===== config.mk =====
export PLATFORM = sky130hd
export DESIGN_NAME = rlbs_top
export DESIGN_NICKNAME = d
export VERILOG_FILES = /design/src/core/dummy_never.sv /design/src/core/rlbs_pkg.sv /design/src/core/rlbs_fifo.sv /design/src/core/rlbs_top.sv
export SDC_FILE = /design/constraint.sdc
export NUM_CORES = 2
export LEC_CHECK = 0
export BUFFER_PORTS_ARGS = -buffer_cell sky130_fd_sc_hd__clkbuf_2
export CORE_MARGIN = 2
export CORE_UTILIZATION = 60
export CTS_BUF_LIST = sky130_fd_sc_hd__clkbuf_8 sky130_fd_sc_hd__clkbuf_16
export DETAILED_ROUTE_END_ITERATION = 8
export GPL_ROUTABILITY_DRIVEN = 0
export HOLD_SLACK_MARGIN = 0.15
export MAX_ROUTING_LAYER = met4
export PLACE_DENSITY_LB_ADDON = 0.3
export SYNTH_ARGS = -nofsm -noshare
export SYNTH_HDL_FRONTEND = slang
export SYNTH_SLANG_ARGS = --single-unit

===== constraint.sdc =====
create_clock -name ref_clk -period 8.55 [get_ports ref_clk]
set_input_delay 0 -clock ref_clk [delete_from_list [all_inputs] [get_ports ref_clk]]
set_output_delay 0 -clock ref_clk [all_outputs]
set_load 0.05 [all_outputs]

===== src/core/dummy_never.sv =====
// no module here: the block is its top module and its fifo alone


===== src/core/rlbs_pkg.sv =====
// shared constants and carrier types of the redundant link block selector
package rlbs_pkg;

  // ********************************************************************
  // word and block limits
  // ********************************************************************
  localparam int unsigned WORD_W          = 16;
  localparam int unsigned CNT_W           = 8;
  localparam logic [7:0]  MAX_WORDS_RED   = 8'd59;
  localparam logic [7:0]  MAX_WORDS_STD   = 8'd200;
  localparam int unsigned TX_MEM_DEPTH    = 200;
  localparam int unsigned FIFO_DEPTH      = 16;

  // ********************************************************************
  // reset values
  // ********************************************************************
  localparam logic [15:0] SERIAL_RESET    = 16'h0000;
  localparam logic [7:0]  WORDS_RESET     = 8'h02;
  localparam logic [15:0] FLAGS_RESET     = 16'h0000;

  // ********************************************************************
  // timing
  // ********************************************************************
  localparam int unsigned CLK_MHZ           = 100;
  localparam int unsigned PER_STATION_US    = 2300;
  localparam int unsigned EXCHANGE_PERIOD_US = 20000;
  localparam int unsigned PERIOD_CYCLES =
    EXCHANGE_PERIOD_US * CLK_MHZ;

  // ********************************************************************
  // carriers
  // ********************************************************************
  typedef struct packed {
    logic        first;
    logic        last;
    logic [15:0] data;
  } rlbs_beat_t;

  typedef struct packed {
    logic       redundant;
    logic [7:0] words;
  } rlbs_cfg_t;

  typedef struct packed {
    logic       valid;
    logic [7:0] addr;
    logic [15:0] data;
  } rlbs_wr_t;

  typedef enum logic {
    RLBS_TX_IDLE,
    RLBS_TX_SEND
  } rlbs_tx_state_t;

endpackage


===== src/core/rlbs_fifo.sv =====
// parameterised first-in first-out buffer with valid/ready on both sides
`timescale 1ns/1ps
module rlbs_fifo #(
  parameter int unsigned WIDTH = 18,
  parameter int unsigned DEPTH = 16
) (
  input  wire logic             ref_clk,
  input  wire logic             reset_n,
  input  wire logic             in_valid,
  output logic                  in_ready,
  input  wire logic [WIDTH-1:0] in_data,
  output logic                  out_valid,
  input  wire logic             out_ready,
  output logic [WIDTH-1:0]      out_data
);

  localparam int unsigned AW = $clog2(DEPTH);

  logic [WIDTH-1:0] mem [DEPTH];
  logic [AW:0]      wptr;
  logic [AW:0]      rptr;
  logic             full;
  logic             empty;
  logic             push;
  logic             pop;

  // full when the pointers differ only in the wrap bit
  assign full      = (wptr[AW] != rptr[AW]) && (wptr[AW-1:0] == rptr[AW-1:0]);
  assign empty     = (wptr == rptr);
  assign in_ready  = !full;
  assign out_valid = !empty;
  assign out_data  = mem[rptr[AW-1:0]];
  assign push      = in_valid && !full;
  assign pop       = out_ready && !empty;

  always_ff @(posedge ref_clk) begin
    if (push) begin
      mem[wptr[AW-1:0]] <= in_data;
    end
  end

  always_ff @(posedge ref_clk or negedge reset_n) begin
    if (!reset_n) begin
      wptr <= '0;
      rptr <= '0;
    end else begin
      if (push) begin
        wptr <= wptr + 1'b1;
      end
      if (pop) begin
        rptr <= rptr + 1'b1;
      end
    end
  end

endmodule


===== src/core/rlbs_top.sv =====
// periodic block exchange over two redundant networks with copy selection
`timescale 1ns/1ps

// Overview of operation
// - a parameter download forces the link enable to disabled
// - link enable changes are taken only in stop mode, else refused
// - when enabled, blocks are sent and received per loaded parameters
// - block holds at most 59 words redundant, 200 words otherwise
// - in redundant use one serial word precedes the block data
// - redundant mode inserts serial on send, keeps it at word zero on receive
// - received partner serial is stored at the serial word position
// - own serial increments once per period in redundant mode only, aligned with the pair
// - of two copies starting in the same cycle only the larger serial is kept
// - a lone copy is saved only if its serial beats the held one
// - user link flags are the bitwise or of module a and b flags
// - both processors and modules run identical program and parameters
// - selector starts on enable rising edge, raises ok when done
module rlbs_top
  import rlbs_pkg::*;
#(
  parameter int unsigned PERIOD = PERIOD_CYCLES
) (
  input  wire logic        ref_clk,
  input  wire logic        reset_n,
  input  wire logic        cfg_load,
  input  wire rlbs_cfg_t   cfg_in,
  input  wire logic        ctrl_stop,
  input  wire logic        enable_req,
  input  wire logic        enable_value,
  input  wire logic        period_sync,
  input  wire logic        tx_wr_en,
  input  wire logic [7:0]  tx_wr_addr,
  input  wire logic [15:0] tx_wr_data,
  output logic             tx_valid,
  output rlbs_beat_t       tx_beat,
  input  wire logic        tx_ready,
  input  wire logic        rx_a_valid,
  input  wire rlbs_beat_t  rx_a_beat,
  input  wire logic        rx_b_valid,
  input  wire rlbs_beat_t  rx_b_beat,
  output rlbs_wr_t         rx_store,
  input  wire logic [15:0] flags_a,
  input  wire logic [15:0] flags_b,
  output logic [15:0]      link_flags,
  input  wire logic        sel_enable,
  input  wire logic [15:0] sel_serial_a,
  input  wire logic [15:0] sel_serial_b,
  output logic             sel_pick_b,
  output logic             selector_ok,
  output logic             link_enabled,
  output logic             enable_refused,
  output logic [15:0]      tx_serial,
  output logic [15:0]      rx_serial
);

  // ********************************************************************
  // helpers
  // ********************************************************************
  // half-range compare so the wrap to zero still counts as newer
  function automatic logic is_newer(input logic [15:0] cand,
                                    input logic [15:0] held);
    logic [15:0] diff;
    diff = cand - held;
    return (diff != 16'h0000) && !diff[15];
  endfunction

  function automatic logic [7:0] word_limit(input rlbs_cfg_t c);
    logic [7:0] cap;
    cap = c.redundant ? MAX_WORDS_RED : MAX_WORDS_STD;
    return (c.words > cap) ? cap : c.words;
  endfunction

  // ********************************************************************
  // configuration and link enable
  // ********************************************************************
  rlbs_cfg_t  cfg;
  logic [7:0] limit;

  assign limit = word_limit(cfg);

  always_ff @(posedge ref_clk or negedge reset_n) begin
    if (!reset_n) begin
      cfg <= '{redundant: 1'b1, words: WORDS_RESET};
    end else if (cfg_load) begin
      cfg <= cfg_in;
    end
  end

  // download beats a same-cycle enable request
  always_ff @(posedge ref_clk or negedge reset_n) begin
    if (!reset_n) begin
      link_enabled   <= 1'b0;
      enable_refused <= 1'b0;
    end else begin
      enable_refused <= 1'b0;
      if (cfg_load) begin
        link_enabled <= 1'b0;
      end else if (enable_req) begin
        if (ctrl_stop) begin
          link_enabled <= enable_value;
        end else begin
          enable_refused <= 1'b1;
        end
      end
    end
  end

  // ********************************************************************
  // exchange period and own serial
  // ********************************************************************
  logic [31:0] period_cnt;
  logic        period_tick;

  assign period_tick = link_enabled && (period_cnt == 32'(PERIOD - 1));

  // partner pulse restarts the period so both processors tick together
  always_ff @(posedge ref_clk or negedge reset_n) begin
    if (!reset_n) begin
      period_cnt <= '0;
    end else if (!link_enabled || period_sync || period_tick) begin
      period_cnt <= '0;
    end else begin
      period_cnt <= period_cnt + 32'd1;
    end
  end

  always_ff @(posedge ref_clk or negedge reset_n) begin
    if (!reset_n) begin
      tx_serial <= SERIAL_RESET;
    end else if (period_tick && cfg.redundant) begin
      tx_serial <= tx_serial + 16'h0001;
    end
  end

  // ********************************************************************
  // transmit block memory and sequencer
  // ********************************************************************
  logic [15:0]    tx_mem [TX_MEM_DEPTH];
  rlbs_tx_state_t tx_state;
  logic [7:0]     tx_idx;
  logic [7:0]     tx_len;
  rlbs_beat_t     push_beat;
  logic           push_valid;
  logic           push_ready;
  logic [7:0]     mem_idx;

  always_ff @(posedge ref_clk) begin
    if (tx_wr_en && (tx_wr_addr < 8'(TX_MEM_DEPTH))) begin
      tx_mem[tx_wr_addr] <= tx_wr_data;
    end
  end

  // redundant frames carry one extra word, the serial, ahead of data
  assign tx_len  = cfg.redundant ? (limit + 8'd1) : limit;
  assign mem_idx = cfg.redundant ? (tx_idx - 8'd1) : tx_idx;

  always_comb begin
    push_valid = (tx_state == RLBS_TX_SEND);
    push_beat.first = (tx_idx == 8'd0);
    push_beat.last  = (tx_idx == tx_len - 8'd1);
    if (cfg.redundant && tx_idx == 8'd0) begin
      push_beat.data = tx_serial;
    end else begin
      // non-redundant: word zero is the serial the program wrote
      push_beat.data = tx_mem[mem_idx];
    end
  end

  // a period that lands while a frame is still being pushed into the fifo is skipped
  always_ff @(posedge ref_clk or negedge reset_n) begin
    if (!reset_n) begin
      tx_state <= RLBS_TX_IDLE;
      tx_idx   <= '0;
    end else begin
      case (tx_state)
        RLBS_TX_IDLE: begin
          if (period_tick && limit != 8'd0) begin
            tx_state <= RLBS_TX_SEND;
            tx_idx   <= '0;
          end
        end
        RLBS_TX_SEND: begin
          if (!link_enabled) begin
            tx_state <= RLBS_TX_IDLE;
          end else if (push_ready) begin
            if (push_beat.last) begin
              tx_state <= RLBS_TX_IDLE;
            end else begin
              tx_idx <= tx_idx + 8'd1;
            end
          end
        end
        default: begin
          tx_state <= RLBS_TX_IDLE;
        end
      endcase
    end
  end

  // ********************************************************************
  // transmit buffer and output register
  // ********************************************************************
  logic       fifo_out_valid;
  logic       fifo_out_ready;
  rlbs_beat_t fifo_out_data;

  rlbs_fifo #(
    .WIDTH ($bits(rlbs_beat_t)),
    .DEPTH (FIFO_DEPTH)
  ) u_tx_fifo (
    .ref_clk   (ref_clk),
    .reset_n   (reset_n),
    .in_valid  (push_valid),
    .in_ready  (push_ready),
    .in_data   (push_beat),
    .out_valid (fifo_out_valid),
    .out_ready (fifo_out_ready),
    .out_data  (fifo_out_data)
  );

  assign fifo_out_ready = !tx_valid || tx_ready;

  always_ff @(posedge ref_clk or negedge reset_n) begin
    if (!reset_n) begin
      tx_valid <= 1'b0;
      tx_beat  <= '0;
    end else if (fifo_out_ready) begin
      tx_valid <= fifo_out_valid;
      if (fifo_out_valid) begin
        tx_beat <= fifo_out_data;
      end
    end
  end

  // ********************************************************************
  // receive selection between module a and module b
  // ********************************************************************
  logic       owned;
  logic       owner_b;
  logic [7:0] rx_cnt;
  logic [7:0] rx_top;
  logic       take_a;
  logic       take_b;
  logic       first_a;
  logic       first_b;
  logic       b_beats_a;
  logic       own_valid;
  rlbs_beat_t own_beat;

  // last stored address: redundant, serial at zero plus limit data words; otherwise limit words from zero
  assign rx_top = cfg.redundant ? limit : (limit - 8'd1);

  // one frame at a time owns the store; a copy arriving while owned is lost
  assign first_a = link_enabled && rx_a_valid && rx_a_beat.first && !owned;
  assign first_b = link_enabled && rx_b_valid && rx_b_beat.first && !owned;

  // copies starting together: larger serial wins, module a on a tie
  assign b_beats_a = first_b &&
                     is_newer(rx_b_beat.data, rx_a_beat.data);
  assign take_a = first_a && !b_beats_a &&
                  is_newer(rx_a_beat.data, rx_serial);
  assign take_b = first_b && !take_a &&
                  is_newer(rx_b_beat.data, rx_serial);

  assign own_valid = owner_b ? rx_b_valid : rx_a_valid;
  assign own_beat  = owner_b ? rx_b_beat : rx_a_beat;

  always_ff @(posedge ref_clk or negedge reset_n) begin
    if (!reset_n) begin
      owned     <= 1'b0;
      owner_b   <= 1'b0;
      rx_cnt    <= '0;
      rx_serial <= SERIAL_RESET;
    end else if (cfg_load) begin
      owned     <= 1'b0;
      rx_serial <= SERIAL_RESET;
    end else if (take_a || take_b) begin
      owned     <= !(take_a ? rx_a_beat.last : rx_b_beat.last);
      owner_b   <= take_b;
      rx_cnt    <= 8'd1;
      rx_serial <= take_a ? rx_a_beat.data : rx_b_beat.data;
    end else if (owned && own_valid) begin
      rx_cnt <= rx_cnt + 8'd1;
      if (own_beat.last || own_beat.first) begin
        owned <= 1'b0;
      end
    end
  end

  // words past the block limit are dropped, except non-redundant with limit zero, where rx_top wraps to 255
  always_ff @(posedge ref_clk or negedge reset_n) begin
    if (!reset_n) begin
      rx_store <= '0;
    end else begin
      rx_store.valid <= 1'b0;
      if (take_a || take_b) begin
        rx_store.valid <= 1'b1;
        rx_store.addr  <= 8'd0;
        rx_store.data  <= take_a ? rx_a_beat.data : rx_b_beat.data;
      end else if (owned && own_valid && !own_beat.first &&
                   rx_cnt <= rx_top) begin
        rx_store.valid <= 1'b1;
        rx_store.addr  <= rx_cnt;
        rx_store.data  <= own_beat.data;
      end
    end
  end

  // ********************************************************************
  // link information flags
  // ********************************************************************
  always_ff @(posedge ref_clk or negedge reset_n) begin
    if (!reset_n) begin
      link_flags <= FLAGS_RESET;
    end else begin
      link_flags <= flags_a | flags_b;
    end
  end

  // ********************************************************************
  // latest copy selector
  // ********************************************************************
  logic sel_enable_d;

  always_ff @(posedge ref_clk or negedge reset_n) begin
    if (!reset_n) begin
      sel_enable_d <= 1'b0;
      sel_pick_b   <= 1'b0;
      selector_ok  <= 1'b0;
    end else begin
      sel_enable_d <= sel_enable;
      if (!sel_enable) begin
        selector_ok <= 1'b0;
      end else if (!sel_enable_d) begin
        sel_pick_b  <= is_newer(sel_serial_b, sel_serial_a);
        selector_ok <= 1'b1;
      end
    end
  end

endmodule


Word level (Yosys, flattened, before mapping)
Memories as Yosys holds them, arrays and structs flattened. A register that Yosys moved wholly into a read port is not among the register bits.
Cells that the tools add are included.
{"block": "totals", "word_cells": 164, "input_bits": 145, "memories": 2, "reg_bits": 149, "output_inout_bits": 96, "ram_bits": 3488}
{"memory": "tx_mem", "depth": 200, "width": 16, "rd": 1, "rd_ports_with_merged_regs": 0, "wr": 1, "line_no": "rlbs_top.sv:138", "source": "logic [15:0] tx_mem [TX_MEM_DEPTH];"}
{"memory": "u_tx_fifo.mem", "depth": 16, "width": 18, "rd": 1, "rd_ports_with_merged_regs": 1, "wr": 1, "line_no": "rlbs_fifo.sv:19", "source": "logic [WIDTH-1:0] mem [DEPTH];"}
{"block": "op_classes", "order_cmp": 3, "mux": 43, "addsub": 14, "reduce_logical": 65, "n_eq_ne": 10, "bitwise_logic": 5}
{"operator": "8-bit two-way mux", "count": 11}
{"operator": "16-bit two-way mux", "count": 4}
{"operator": "16-bit nonzero test", "count": 4}
{"operator": "16-bit subtractor", "count": 4}
{"operator": "25-bit two-way mux", "count": 2}
{"operator": "32-bit by 1-bit adder with 32-bit output (second input constant)", "count": 1}
{"operator": "32-bit by 21-bit == test with 1-bit output (second input constant)", "count": 1}
{"operator": "32-bit two-way mux", "count": 1}
{"operator": "1-bit logical AND", "count": 26}
{"operator": "8-bit by 1-bit adder with 8-bit output (second input constant)", "count": 3}
{"operator": "8-bit by 1-bit subtractor with 8-bit output (second input constant)", "count": 3}
{"operator": "1-bit two-way mux", "count": 22}
{"operator": "18-bit two-way mux", "count": 1}
{"operator": "16-bit by 1-bit adder with 16-bit output (second input constant)", "count": 1}
{"operator": "16-bit OR", "count": 1}
{"operator": "8-bit case mux with 2 select lines", "count": 1}
{"operator": "1-bit logical NOT", "count": 14}
{"operator": "2-bit AND reduction", "count": 6}
{"operator": "5-bit by 1-bit adder with 5-bit output (second input constant)", "count": 2}
{"operator": "2-bit != test (second input constant)", "count": 5}
{"operator": "2-bit nonzero test", "count": 5}
{"operator": "8-bit == test", "count": 1}
{"operator": "8-bit greater-than comparator", "count": 1}
{"operator": "8-bit <= comparator", "count": 1}
{"operator": "other kinds (11)", "count": 19}

Logic depth before layout (Yosys ltp)
{"block": "depth", "ltp_word": 13, "depth_mapped": 27, "depth_no_buf": 23}

Cells and area by module
Synthesis repeated with hierarchy kept, for this count alone.
{"block": "unflattened", "hier_cells": 7779, "hier_area_um2": 147012.2}
{"module": "rlbs_top", "area_each_um2": 135296.0, "seq_area_each_um2": 100023.4, "instances": 1, "cells_per_inst": 7219}
{"module": "rlbs_fifo", "area_each_um2": 11716.2, "seq_area_each_um2": 8898.5, "instances": 1, "cells_per_inst": 560}

Least setup slack after synthesis
Ideal clock, no wire load.
{"block": "synth_path", "kind": "flip-flop to flip-flop", "start": "reg cfg[8] (netlist bit)", "end": "reg rx_store[10] (netlist bit)", "arrival_time_ns": 4.904, "path_stages_with_launch": 26, "required_time_ns": 8.424, "path_slack_ns": 3.520, "setup_ns": 0.126, "synth_period_minus_slack_ns": 5.030, "n_path_buf": 4, "path_cell_list": "dfstp_2 > buf_2 > inv_1 > ha_1 > nor2b_1 > o311ai_2 > a21o_1 > buf_2 > buf_2 > nor2_1 > a21oi_1 > ha_1 > nor3b_1 > nand2_1 > nor3_1 > a21oi_1 > o21ai_0 > ha_1 > a21o_1 > a21oi_1 > nand3b_1 > a31oi_1 > and2_1 > nor3_4 > buf_2 > a221o_1"}
{"block": "synth_via", "elab_chain_len": 8}
{"element": "start: declaration", "line_no": "rlbs_top.sv:76", "source": "rlbs_cfg_t cfg;"}
{"element": "start signal: assignment", "line_no": "rlbs_top.sv:83", "source": "cfg <= '{redundant: 1'b1, words: WORDS_RESET};"}
{"element": "start signal: assignment", "line_no": "rlbs_top.sv:85", "source": "cfg <= cfg_in;"}
{"element": "8-bit two-way mux", "line_no": "rlbs_top.sv:69", "source": "cap = c.redundant ? MAX_WORDS_RED : MAX_WORDS_STD;"}
{"element": "8-bit greater-than comparator", "line_no": "rlbs_top.sv:70", "source": "return (c.words > cap) ? cap : c.words;"}
{"element": "8-bit two-way mux", "line_no": "rlbs_top.sv:70"}
{"element": "8-bit by 1-bit subtractor with 8-bit output", "line_no": "rlbs_top.sv:251", "source": "assign rx_top = cfg.redundant ? limit : (limit - 8'd1);"}
{"element": "8-bit two-way mux *", "line_no": "rlbs_top.sv:251"}
{"element": "8-bit <= comparator *", "line_no": "rlbs_top.sv:301", "source": "rx_cnt <= rx_top) begin"}
{"element": "1-bit logical AND *", "line_no": "rlbs_top.sv:300", "source": "end else if (owned && own_valid && !own_beat.first &&"}
{"element": "2-bit nonzero test (no line) *"}
{"element": "end: declaration", "line_no": "rlbs_top.sv:41", "source": "output rlbs_wr_t rx_store,"}
Every way passes the cells marked *; elsewhere a longest branch is shown, timed or not.
A chain may end at the register's enable or synchronous reset.

Worst setup path after layout
{"block": "layout_path", "start": "reg cfg[8] (netlist bit)", "end": "reg rx_store[15] (netlist bit)"}
Same word-level chain as after synthesis.

==> out/metrics.cfg <==
[routing]
ant_nets = 0
drtIter0Drc = 12072
viasPerCell = 6.890
num_vias = 79205
drc = 0
dr.pass1.iters = 7
wl_per_cell_um = 33.88
totalWireLength_um = 389500

[timing]
slew-limit-headroom_pct = 7.644
rsz0062_at_grt = no
period_share_pct = 84.19
hold_viol_final = 0
post-route-min-period_ns = 7.198
tns_ns = 0
finalMaxSlewViolations = 0
fin_skew_ns = 0.07566
worst_slew_pin_slew_ns = 1.382
setup_violations = 0
hold_ws_ns = 0.1437
fmax_mhz = 138.9

[logic_synthesis]
synth_area_per_cell_um2 = 20.33
synth-edff-count = 3488
yosys.area.top_type = edfxtp_1
yosys_warnings = 0
synth.area.top_cells = edfxtp_1 72%, mux4_2 15%, dfrtp_1 2.8%
syn-num-nets = 7435
syn_inst = 7199
syn-cell-area_um2 = 146400
yosysSeqAreaShare_pct = 74.40
synth_top_area_share_pct = 71.55
synthArstFlopShare_pct = 4.569
yosysUniqueCellTypes = 87
yosys_most_used_dff = edfxtp_1
ys_seq_elements = 3655

[critical_path]
endpoint_kind = flop
slowest_stage = dfstp_2
rr_endpoint = rx_store[15]
ff2ff_path_depth = 23
rrSetupSlack_ns = 1.35
path_cells = inv_1, ha_1, nor2b_1, o311ai_2, a21o_1, nor2_1, a21oi_1, ha_1, nor3b_1, nand2_1, nor3_1, a21oi_1, o21ai_0, ha_1, a21o_1, a21oi_1, nand3b_1, a31oi_1, nand2_1, a2bb2oi_1, o221ai_1, a21boi_1, dlygate4sd3_1
crit_type = flop to flop
slowest_delay_ns = 0.99
arrival_ns = 8.09
startpoint_type = flop
path_buf_inv = 2
crit_family = compound AO/OA/AOI/OAI gates
crit_fanout = 34
required_ns = 9.44
reg2reg_from = cfg[8]

[layout]
area_growth_pct = 14.31
fillers = 14197
final_layout_size_suffix_gt1_share_pct = 26.00
nets = 8233

[worst_hold_path]
hold_depth = 2
worst_hold_path.endpoint = tx_mem[32][15]
min_from = tx_wr_data[15]
hp-class = primary input to flop

[floorplanning]
rows = 181
die_h_um = 498.0
core_um2 = 243000
die_w_um = 498.0
pin_count = 241
start_util_pct = 60.24
die-area_um2 = 248000

[cts]
clock_path_buffers = 4
cts_sinks = 3655
cts-root-buf = clkbuf_16
cts_buffers = 371
htreeDepth = 5
clkLatencyLatePin_ns = 0.97
path_clk_slew_ns = 0.06
cts_resized = 0
tritoncts = done
post-cts-setup-buffer-count = 0

[grt]
globalRouteTotalUtil_pct = 32.44
gr-total-overflow = 0
antenna_found_initial = 20
grt_pass1_wl_um = 562100
grt_max_degree = 130
grt_pass1_vias = 79064

[placement]
io_buffers = 240
dp_hpwl_um = 216100

[power]
ir_drop_v = 0.0002459
pwr_density_cell_nw_per_um2 = 241.6
p_total_uw = 40420
p_leak_uw = 0.05489

[outcome]
run_status = complete, no violations

[run]
max_cap_violations = 0

-- power breakdown --
part / internal, uW / leakage, uW / switching (uW)
Sequential: 19800 / 0.0335 / 175
Combinational: 1830 / 0.0154 / 2790
Clock: 9140 / 0.00600 / 6680
Total: 30800 / 0.0549 / 9650
-- cells in the final DEF, fill, tap and decap left out, types with 63 or more instances in the layout --
| cell | Yosys | routed |
|---|---|---|
| a211oi_1 | 202 | 202 |
| a21oi_1 | 123 | 122 |
| a31oi_1 | 63 | 63 |
| and2_1 | 113 | 113 |
| buf_4 | 25 | 295 |
| clkbuf_16 | 0 | 378 |
| clkbuf_2 | 0 | 223 |
| clkinv_1 | 0 | 84 |
| clkinv_2 | 0 | 63 |
| dfrtp_1 | 165 | 163 |
| dlygate4sd3_1 | 0 | 262 |
| edfxtp_1 | 3488 | 3488 |
| ha_1 | 87 | 87 |
| inv_1 | 89 | 154 |
| mux2i_1 | 124 | 124 |
| mux4_2 | 975 | 975 |
| nand2_1 | 315 | 312 |
| nor2_1 | 326 | 318 |
-- metrics by stage --
step | worst slack [ns] | instances | util [%] | instance area (um2)
6_report | 1.352 | 11496 | 68.86 | 167300
5_1_grt | 0.9830 | 11490 | 68.86 | 167300
4_1_cts | 1.719 | 11486 | 68.85 | 167300
3_5_place_dp | 2.197 | 10557 | 62.87 | 152800
3_3_place_gp | 2.359 | 10557 | 62.87 | 152800
2_1_floorplan | 3.520 | 7199 | - | 146400
-- flip-flops by register name (all words and copies together) (netlist names), 5 cells and up --
signal	count
tx_serial	16
rx_cnt	8
u_tx_fifo.wptr	5
rx_serial	16
rx_store	25
tx_beat	18
tx_idx	8
u_tx_fifo.mem	288
cfg	9
period_cnt	32
link_flags	16
tx_mem	3200
u_tx_fifo.rptr	5
-- area by class of cell --
| class | instances | area, um2 | share of cell area [%] |
|---|---|---|---|
| timing repair buffer | 824 | 6700 | 4.004 |
| antenna | 10 | 25.02 | 0.01495 |
| tap | 3202 | 4006 | 2.394 |
| clock buffer | 378 | 9459 | 5.653 |
| multi-input combinational | 3055 | 35570 | 21.26 |
| clock inverter | 282 | 2307 | 1.379 |
| sequential | 3655 | 108900 | 65.10 |
| inverter | 90 | 337.8 | 0.2019 |
-- metal layers --
metal	up-vias	GRT usage, %	part of all wire, %	wire length [um]
met5	-	-	0	0
met4	0	12.37	4.6	18000
met3	1037	6.807	11	41730
met2	5656	50.84	49	190600
met1	41105	42.46	36	139100
li1	31407	-	-	-
-- worst max-delay path by stage --
stage	from	to	slack, ns	cells past startpoint
finish	cfg[8]	rx_store[15]	1.35	23
global route	cfg[8]	rx_store[15]	0.98	23
CTS	cfg[8]	rx_store[15]	1.72	23
detailed placement	cfg[8]	u_tx_fifo.mem[7][12]	2.20	11
global placement	cfg[8]	rx_store[15]	2.36	22
floorplan	cfg[8]	rx_store[10]	3.52	25
-- cells in the mapped netlist (9+ instances only) --
library cell  instances
a211oi_1            202
nor3_1               47
o31ai_1              15
a311oi_1             48
clkbuf_1            193
nand4_1              33
a21o_1               17
and4_1               10
nor2_1              326
nor4b_1              12
o21a_1               21
or2_2                23
buf_4                25
a31oi_1              63
nor2b_1              32
and3_1               21
and2_1              113
or4_1                 9
mux2i_1             124
a21oi_1             123
o21ai_0              45
dfrtp_1             165
xnor2_1              57
inv_1                89
ha_1                 87
mux2_2               32
nand2_1             315
mux4_2              975
buf_2               149
o31a_1                9
o21ai_1              24
or3_1                15
nor4_1               15
nand2b_1             19
nor3b_1              14
a221o_1              16
nand3_1              51
edfxtp_1           3488
xor2_1               43
buf_1                32
-- cell families after synthesis --
kind of cell,Yosys count,share of synthesized area (%)
and+or+nand+nor,1075,3.520
adders and majority gates,91,0.7983
DFF,3655,74.40
AOI/OAI and AO/OA,657,3.128
muxes,1131,16.09
xor gates and xnor gates,101,0.6094
buffers and inverters,489,1.445
-- timing repair --
item | CTS | global route
endpoints found under the setup margin | 0 | 0
hold buffers | 269 | 0
hold endpoints to repair | 2887 | 0
Note: power is estimated with default switching activity, not from simulation.
